### config.mk
export PLATFORM = sky130hd
export DESIGN_NAME = dkc_host_port
export DESIGN_NICKNAME = d
export VERILOG_FILES = /design/src/dkc_pkg.sv /design/src/dkc_host_port.sv
export SDC_FILE = /design/constraint.sdc
export NUM_CORES = 1
export LEC_CHECK = 0
export ABC_CLOCK_PERIOD_IN_PS = 2400
export BUFFER_PORTS_ARGS = -buffer_cell sky130_fd_sc_hd__clkbuf_2
export CORE_MARGIN = 1.5
export CORE_UTILIZATION = 51
export CTS_CLUSTER_SIZE = 24
export DETAILED_ROUTE_END_ITERATION = 7
export GPL_TIMING_DRIVEN = 0
export PLACE_DENSITY = 0.83
export SYNTH_ARGS = -nofsm -noshare
export SYNTH_HDL_FRONTEND = slang
export SYNTH_SLANG_ARGS = --single-unit
### constraint.sdc
create_clock -name clk -period 2.4 [get_ports clk]
set_clock_uncertainty 0.05 [all_clocks]
set_input_delay 0.36 -clock clk [delete_from_list [all_inputs] [get_ports clk]]
set_output_delay 0.36 -clock clk [all_outputs]
set_load 0.005 [all_outputs]
### src/dkc_pkg.sv
package dkc_pkg;

  // Host I/O addresses of the three ports.
  localparam logic [9:0] ADDR_DATA = 10'h0320;
  localparam logic [9:0] ADDR_STAT = 10'h0321;
  localparam logic [9:0] ADDR_SEL = 10'h0322;

  localparam int CMD_BYTES = 6;
  localparam int SENSE_BYTES = 4;
  localparam logic [2:0] RETRY_MAX = 3'h4;

  // Command classes and opcodes that the decoder needs.
  localparam logic [2:0] CLASS_DISK = 3'h0;
  localparam logic [2:0] CLASS_DIAG = 3'h7;
  localparam logic [4:0] OP_READY_TEST = 5'h00;
  localparam logic [4:0] OP_RESERVED_02 = 5'h02;
  localparam logic [4:0] OP_ADDR_FIRST = 5'h04;
  localparam logic [4:0] OP_RESERVED_09 = 5'h09;
  localparam logic [4:0] OP_ADDR_LAST = 5'h0B;
  localparam logic [4:0] OP_LAST_DISK = 5'h0F;
  localparam logic [4:0] OP_RAM_DIAG = 5'h00;
  localparam logic [4:0] OP_DRIVE_DIAG = 5'h03;

  // Control byte fields.
  localparam int CTL_NO_RETRY_BIT = 7;
  localparam int CTL_NO_REREAD_BIT = 6;
  localparam logic [2:0] STEP_200US = 3'h4;
  localparam logic [2:0] STEP_70US = 3'h5;

  // Error types.
  localparam logic [1:0] ET_DRIVE = 2'h0;
  localparam logic [1:0] ET_MEDIA = 2'h1;
  localparam logic [1:0] ET_CMD = 2'h2;
  localparam logic [1:0] ET_DIAG = 2'h3;

  // Error codes, listed by type.
  localparam logic [3:0] EC_NONE = 4'h0;
  localparam logic [3:0] EC_NO_INDEX = 4'h1;
  localparam logic [3:0] EC_SEEK_TIMEOUT = 4'h4;
  localparam logic [3:0] EC_WRITE_FAULT = 4'h6;
  localparam logic [3:0] EC_NOT_READY = 4'h4;
  localparam logic [3:0] EC_STILL_SEEKING = 4'h8;
  localparam logic [3:0] EC_ID_ECC = 4'h0;
  localparam logic [3:0] EC_DATA_ECC = 4'h1;
  localparam logic [3:0] EC_NO_START_MARK = 4'h2;
  localparam logic [3:0] EC_NO_SECTOR = 4'h4;
  localparam logic [3:0] EC_SEEK_MISMATCH = 4'h5;
  localparam logic [3:0] EC_CORR_DATA = 4'h8;
  localparam logic [3:0] EC_BAD_TRACK = 4'h9;
  localparam logic [3:0] EC_BAD_CMD = 4'h0;
  localparam logic [3:0] EC_BAD_ADDR = 4'h1;
  localparam logic [3:0] EC_RAM = 4'h0;
  localparam logic [3:0] EC_CHECKSUM = 4'h1;
  localparam logic [3:0] EC_ECC_GEN = 4'h2;

  // Step periods.
  localparam int CLK_MHZ = 10;
  localparam int STEP_SLOW_US = 3000;
  localparam int STEP_MID_US = 200;
  localparam int STEP_FAST_US = 70;
  localparam int STEP_SLOW_CYC = STEP_SLOW_US * CLK_MHZ;
  localparam int STEP_MID_CYC = STEP_MID_US * CLK_MHZ;
  localparam int STEP_FAST_CYC = STEP_FAST_US * CLK_MHZ;

  // Status register bit positions.
  localparam int ST_REQ = 0;
  localparam int ST_TO_HOST = 1;
  localparam int ST_BUSY = 2;
  localparam int ST_IRQ = 3;

  typedef enum logic [2:0] {
    DKC_IDLE = 3'b000,
    DKC_CMD = 3'b001,
    DKC_EXEC = 3'b011,
    DKC_STAT = 3'b010,
    DKC_SENSE = 3'b110
  } dkc_state_t;

endpackage

### src/dkc_host_port.sv
module dkc_host_port
  import dkc_pkg::*;
#(
  parameter logic [9:0] MAX_CYL = 10'h3FF,
  parameter int STEP_SLOW = STEP_SLOW_CYC
) (
  input wire logic clk, // System clock, 10 MHz.
  input wire logic rst_n, // Asynchronous reset.
  input wire logic [9:0] io_addr, // Host I/O address.
  input wire logic io_wr, // Host write strobe.
  input wire logic io_rd, // Host read strobe.
  input wire logic [7:0] io_wdata, // Host write data.
  output logic [7:0] io_rdata, // Read data, valid after the read edge.
  output logic sel_pulse, // Controller select pulse.
  input wire logic int_en, // Interrupts enabled.
  output logic irq, // Completion interrupt.
  output logic busy, // Command in progress.
  output logic eng_start, // Start one attempt of the command.
  output logic [2:0] eng_class, // Command class.
  output logic [4:0] eng_opcode, // Command opcode.
  output logic eng_drive, // Drive number.
  output logic [4:0] eng_head, // Head number.
  output logic [1:0] cylinder_upper_bits, // Cylinder bits 9..8.
  output logic [7:0] eng_cyl_low, // Cylinder bits 7..0.
  output logic [5:0] eng_sector, // Sector number.
  output logic [7:0] eng_count, // Interleave or block count.
  output logic step_tick, // One pulse per step period while executing.
  input wire logic eng_done, // Attempt finished.
  input wire logic eng_fail, // Attempt failed.
  input wire logic [1:0] eng_etype, // Error type of the failure.
  input wire logic [3:0] eng_ecode, // Error code of the failure.
  input wire logic seek_busy // Overlapped seek still running.
);

  typedef struct packed {
    dkc_state_t st;
    logic [2:0] idx;
    logic [CMD_BYTES-1:0][7:0] command_block;
    logic [2:0] tries;
    logic reread;
    logic err;
    logic [1:0] etype;
    logic [3:0] ecode;
    logic avalid;
    logic [7:0] rdata;
    logic sel;
    logic irq;
    logic busy;
    logic start;
    logic [14:0] scnt;
    logic stick;
  } dkc_regs_t;

  dkc_regs_t s;
  dkc_regs_t next_s;

  localparam logic [14:0] SLOW_RELOAD = 15'(STEP_SLOW - 1);
  localparam logic [14:0] MID_RELOAD = 15'(STEP_MID_CYC - 1);
  localparam logic [14:0] FAST_RELOAD = 15'(STEP_FAST_CYC - 1);

  function automatic logic cmd_known(input logic [7:0] b0);
    logic [4:0] op;
    op = b0[4:0];
    if (b0[7:5] == CLASS_DISK) begin
      return op <= OP_LAST_DISK && op != OP_RESERVED_02 &&
        op != OP_RESERVED_09;
    end
    if (b0[7:5] == CLASS_DIAG) begin
      return op == OP_RAM_DIAG || op == OP_DRIVE_DIAG;
    end
    return 1'b0;
  endfunction

  function automatic logic cmd_addr(input logic [7:0] b0);
    return b0[7:5] == CLASS_DISK && b0[4:0] >= OP_ADDR_FIRST &&
      b0[4:0] <= OP_ADDR_LAST && b0[4:0] != OP_RESERVED_09;
  endfunction

  function automatic logic [14:0] step_reload(input logic [2:0] sel);
    unique case (sel)
      STEP_200US: return MID_RELOAD;
      STEP_70US: return FAST_RELOAD;
      default: return SLOW_RELOAD;
    endcase
  endfunction

  logic data_wr;
  logic data_rd;
  logic [7:0] status_reg;
  logic [7:0] done_byte;
  logic [7:0] sense_byte;
  logic [9:0] cyl_full;
  logic retryable;

  always_comb begin
    data_wr = io_wr && io_addr == ADDR_DATA;
    data_rd = io_rd && io_addr == ADDR_DATA;
    cyl_full = {s.command_block[2][7:6], s.command_block[3]};
    status_reg = 8'h00;
    status_reg[ST_REQ] = s.st == DKC_CMD || s.st == DKC_STAT ||
      s.st == DKC_SENSE;
    status_reg[ST_TO_HOST] = s.st == DKC_STAT || s.st == DKC_SENSE;
    status_reg[ST_BUSY] = s.busy;
    status_reg[ST_IRQ] = s.irq;
    done_byte = {2'b00, s.command_block[1][5], 3'b000, s.err, 1'b0};
    unique case (s.idx[1:0])
      2'd0: sense_byte = {s.avalid, 1'b0, s.etype, s.ecode};
      2'd1: sense_byte = {2'b00, s.command_block[1][5:0]};
      2'd2: sense_byte = s.command_block[2];
      default: sense_byte = s.command_block[3];
    endcase
    retryable = eng_etype == ET_MEDIA && eng_ecode != EC_BAD_TRACK;
  end
  always_comb begin
    next_s = s;
    next_s.sel = 1'b0;
    next_s.start = 1'b0;
    next_s.stick = 1'b0;
    if (io_rd) begin
      next_s.rdata = 8'h00;
      if (io_addr == ADDR_STAT) begin
        next_s.rdata = status_reg;
      end else if (io_addr == ADDR_DATA && s.st == DKC_STAT) begin
        next_s.rdata = done_byte;
      end else if (io_addr == ADDR_DATA && s.st == DKC_SENSE) begin
        next_s.rdata = sense_byte;
      end
    end
    unique case (s.st)
      DKC_IDLE: begin
        if (io_wr && io_addr == ADDR_SEL) begin
          next_s.sel = 1'b1;
          next_s.st = DKC_CMD;
          next_s.idx = 3'd0;
          next_s.busy = 1'b1;
        end
      end
      DKC_CMD: begin
        if (data_wr) begin
          next_s.command_block[s.idx] = io_wdata;
          next_s.idx = s.idx + 3'd1;
          if (s.idx == 3'(CMD_BYTES - 1)) begin
            next_s.tries = 3'd0;
            next_s.reread = 1'b0;
            next_s.err = 1'b0;
            next_s.etype = ET_DRIVE;
            next_s.ecode = EC_NONE;
            next_s.avalid = cmd_addr(s.command_block[0]);
            next_s.scnt = step_reload(io_wdata[2:0]);
            if (!cmd_known(s.command_block[0])) begin
              next_s.err = 1'b1;
              next_s.etype = ET_CMD;
              next_s.ecode = EC_BAD_CMD;
              next_s.st = DKC_STAT;
            end else if (s.command_block[0] ==
                         {CLASS_DISK, OP_READY_TEST} && seek_busy) begin
              next_s.err = 1'b1;
              next_s.ecode = EC_STILL_SEEKING;
              next_s.st = DKC_STAT;
            end else if (next_s.avalid && cyl_full > MAX_CYL) begin
              next_s.err = 1'b1;
              next_s.etype = ET_CMD;
              next_s.ecode = EC_BAD_ADDR;
              next_s.st = DKC_STAT;
            end else begin
              next_s.start = 1'b1;
              next_s.st = DKC_EXEC;
            end
            next_s.irq = next_s.st == DKC_STAT && int_en;
          end
        end
      end
      DKC_EXEC: begin
        if (s.scnt == 15'd0) begin
          next_s.scnt = step_reload(s.command_block[5][2:0]);
          next_s.stick = 1'b1;
        end else begin
          next_s.scnt = s.scnt - 15'd1;
        end
        if (eng_done) begin
          next_s.st = DKC_STAT;
          next_s.err = eng_fail;
          next_s.etype = eng_fail ? eng_etype : ET_DRIVE;
          next_s.ecode = eng_fail ? eng_ecode : EC_NONE;
          if (eng_fail && eng_etype == ET_MEDIA &&
              eng_ecode == EC_DATA_ECC && !s.reread &&
              !s.command_block[5][CTL_NO_REREAD_BIT]) begin
            next_s.reread = 1'b1;
            next_s.start = 1'b1;
            next_s.st = DKC_EXEC;
          end else if (eng_fail && retryable && s.tries < RETRY_MAX &&
                       !s.command_block[5][CTL_NO_RETRY_BIT]) begin
            next_s.tries = s.tries + 3'd1;
            next_s.start = 1'b1;
            next_s.st = DKC_EXEC;
          end
          next_s.irq = next_s.st == DKC_STAT && int_en;
        end
      end
      DKC_STAT: begin
        if (data_rd) begin
          next_s.busy = 1'b0;
          next_s.irq = 1'b0;
          next_s.idx = 3'd0;
          next_s.st = s.err ? DKC_SENSE : DKC_IDLE;
        end
      end
      DKC_SENSE: begin
        if (data_rd) begin
          next_s.idx = s.idx + 3'd1;
          if (s.idx == 3'(SENSE_BYTES - 1)) begin
            next_s.st = DKC_IDLE;
          end
        end
      end
      default: begin
        next_s.st = DKC_IDLE;
        next_s.busy = 1'b0;
        next_s.irq = 1'b0;
      end
    endcase
  end
  always_ff @(posedge clk or negedge rst_n) begin
    if (!rst_n) begin
      s <= '0;
    end else begin
      s <= next_s;
    end
  end
  assign io_rdata = s.rdata;
  assign sel_pulse = s.sel;
  assign irq = s.irq;
  assign busy = s.busy;
  assign eng_start = s.start;
  assign eng_class = s.command_block[0][7:5];
  assign eng_opcode = s.command_block[0][4:0];
  assign eng_drive = s.command_block[1][5];
  assign eng_head = s.command_block[1][4:0];
  assign cylinder_upper_bits = s.command_block[2][7:6];
  assign eng_cyl_low = s.command_block[3];
  assign eng_sector = s.command_block[2][5:0];
  assign eng_count = s.command_block[4];
  assign step_tick = s.stick;
endmodule

==> run_results.csv <==
group,metric,value,unit
place,dp_hpwl,9.68,mm
setup_path,worstPathRequired,2.62,ns
floorplanning,die-area,10600,um2
synthesis,syn_inst,501,
route,ant_nets,0,
global_routing,grt_pass1_wl,20.8,mm
synthesis,synthArstFlopShare,100,%
route,first_iter_violations,376,
synthesis,syn_avg_cell_area,10.1,um2
global_routing,overflow,0,
sta,setup_viol,1,
cts,clk_latency,0.38,ns
global_routing,grtUsageTotal,26.0,%
synthesis,yosysWarnings,0,
setup_path,max_stage_delay,0.65,ns
pwr,powerDensity,445,nW/um2
cts,clockBufferDepth,2,
layout,drive_gt1_share,38.9,%
global_routing,antenna_found_initial,0,
sta,final_hold_viol_count,0,
synthesis,synthesis.nets,540,
global_routing,grtUsageMet2,40.0,%
flow_run,cap_violations,0,
setup_path,crit_chain,"inv_1 > ha_4 > or4b_2 > nor4_4 > buf_4 > a221oi_2 > o32a_1",
setup_path,endpoint_kind,"flip-flop",
pwr,intPower,1.96,mW
pwr,p_leak,2.86,nW
layout,num_antenna_cells,0,
route,first_pass_iters,7,
pwr,seqPwrFrac,55.9,%
cts,cts-root-buf,"clkbuf_8",
pwr,swShare,27.7,%
setup_path,cp_max_fo,5,
sta,maxSlewViolCount,0,
sta,slew_headroom,54.1,%
synthesis,ys_types,63,
cts,cts_tree,"yes",
floorplanning,coreArea,9730,um2
global_routing,gr-usage-met3,4.41,%
setup_path,cp_slowest_cell,"or4b_2",
layout,syn_to_final_growth,20.0,%
sta,period_share,100,%
cts,cts_made_buffers,9,
sta,fmax,415,MHz
pwr,peakVddDrop,0.000300,V
pwr,p_comb_share,5.4,%
sta,max_slew.worst_pin.slew,0.688,ns
route,postRouteWirelength,13.8,mm
floorplanning,start_util,52.3,%
pwr,power.switching,0.752,mW
layout,final_util,62.7,%
global_routing,top_usage_layer,"met2",
synthesis,synth_edf_count,0,
synthesis,ys_ff_latch,89,
synthesis,synth_seq_area_share,43.8,%
layout,nNetsFinal,648,
floorplanning,io-pin-count,83,
floorplanning,die_w,103,um
cts,clock-sinks,89,
sta,tns,-0.0111,ns
worst_hold_path,min_path_type,"input port to flip-flop",
route,num_vias,4515,
route,wl_per_cell,18.4,um
synthesis,ys.flop_type,"dfrtp_1",
outcome,violations,"negative setup slack",
outcome,status,"finished, violations left",
place,place.gp.congestion,0.988,
sta,min_period,2.41,ns
place,port_buffers,80,
route,avgViaCountPerCell,6.04,
setup_path,start_kind,"flip-flop",
floorplanning,die_y,103,um
pwr,clkPwrFrac,38.7,%
sta,rsz0062_at_grt,"yes",
sta,setup_slack,-0.0111,ns
route,drc,0,
setup_path,critPathKind,"flip-flop to flip-flop",
cts,clk_pin_slew,0.10,ns
global_routing,use_met1,37.5,%
global_routing,grt_max_degree,68,
floorplanning,rows,36,
setup_path,crit_arrival,2.63,ns
synthesis,syn_area,5080,um2
cts,htreeDepth,3,
global_routing,grt_pass1_vias,4082,
[metal layers]
metal | wire [um] | vias to the layer above
met5 | 0 | -
met4 | 297 | 0
met3 | 1110 | 33
met2 | 6340 | 250
met1 | 6010 | 2210
li1 | - | 2022
[power by group through the flow]
stage               sequential (mW)  clock, mW  combinational [mW]
floorplan                      1.54          0              0.0418
global placement               1.55          0               0.135
detailed placement             1.55          0               0.145
CTS                            1.52       1.06               0.148
global route                   1.52       1.13               0.163
finish                         1.52       1.05               0.148
[layout make-up]
| class | instances | area, um2 |
|---|---|---|
| clock buffers | 9 | 124 |
| fillers | 794 | 3630 |
| well taps | 133 | 166 |
| plain buffers | 59 | 403 |
| clock inverters | 7 | 73.8 |
| inverters | 20 | 76.3 |
| repair buffers | 100 | 576 |
| flip-flops and latches | 89 | 2230 |
| multi-input cells | 330 | 2450 |
[kinds of logic after synthesis]
kind of cell | after synthesis | share of synthesized area [%]
adders and majority gates | 7 | 1.72
muxes | 50 | 11.0
and+or+nand+nor | 160 | 18.6
buffers and inverters | 82 | 9.69
DFF | 89 | 43.8
xor gates and xnor gates | 3 | 0.517
AOI/OAI and AO/OA | 110 | 14.7
[cells in the mapped netlist (all sizes together) (9+ instances only)]
cell | n | share of area, %
a21oi | 20 | 2.0
buf | 49 | 7.3
clkbuf | 13 | 0.96
dfrtp | 89 | 44
inv | 18 | 1.3
mux2 | 47 | 10
nand2 | 28 | 2.1
nand4 | 9 | 1.1
nor2 | 33 | 2.4
nor2b | 11 | 1.4
nor3 | 17 | 1.7
o21ai | 30 | 3.0
[cells in the final DEF, fill, tap and decap left out, drive strengths merged, types with 3 or more instances in the layout]
cell type and instances:
clkbuf 101, dfrtp 89, buf 66, mux2 47, nor2 33, o21ai 30, nand2 28, inv 21
a21oi 20, nor3 17, nor2b 11, nand4 9, o211ai 7, nor4 7, ha 7, nand3 6
nand2b 6, a22oi 6, nor3b 6, or2 6, and4 5, a222oi 5, a31oi 5, or4 5
a221o 4, a211o 4, or3 4, a211oi 4, o22ai 4, o21a 4, clkinv 4, mux2i 3
xnor2 3, nand4b 3
[through the flow]
stage | area, um2 | power [mW] | hold slack [ns] | cells | worst slack, ns
3_5_place_dp | 5680 | 1.69 | 0.283 | 715 | -0.636
4_1_cts | 6000 | 2.73 | 0.171 | 738 | 0.0291
5_1_grt | 6100 | 2.81 | 0.196 | 747 | -0.0618
3_3_place_gp | 5650 | 1.68 | 0.427 | 714 | -0.555
6_report | 6100 | 2.72 | 0.173 | 747 | -0.0111
2_1_floorplan | 5080 | 1.58 | 0.0144 | 501 | 0.00156
[worst max-delay path: cells and delay by family, from the launching register on]
kind                       cells  cell delay [ns]
buffers and inverters          2             0.31
adders and majority gates      1             0.17
AOI/OAI and AO/OA              2             0.34
and+or+nand+nor                2             1.02
DFF                            1             0.41
[what timing repair did]
item                                    4_1_cts  5_1_grt
buffers inserted                              8       10
hold endpoints to repair                     22        0
pin swaps                                     5       12
endpoints found under the setup margin       68       37
gates resized for setup                      16       11
hold buffers                                  1        0
[worst paths after layout]
| check | start | endpoint | slack [ns] | cells after the start |
|---|---|---|---|---|
| worst min register to register | s[29] | s[29] | 0.47 | 2 |
| worst min-delay path | eng_ecode[0] | s[29] | 0.17 | 3 |
| worst max register to register | s[2] | s[8] | -0.01 | 7 |
| max in group asynchronous | rst_n | s[89] | 1.26 | 3 |
| min in group asynchronous | rst_n | s[39] | 0.40 | 2 |
| worst max-delay path | s[2] | s[8] | -0.01 | 7 |
Power figures use the tool's default switching activity.
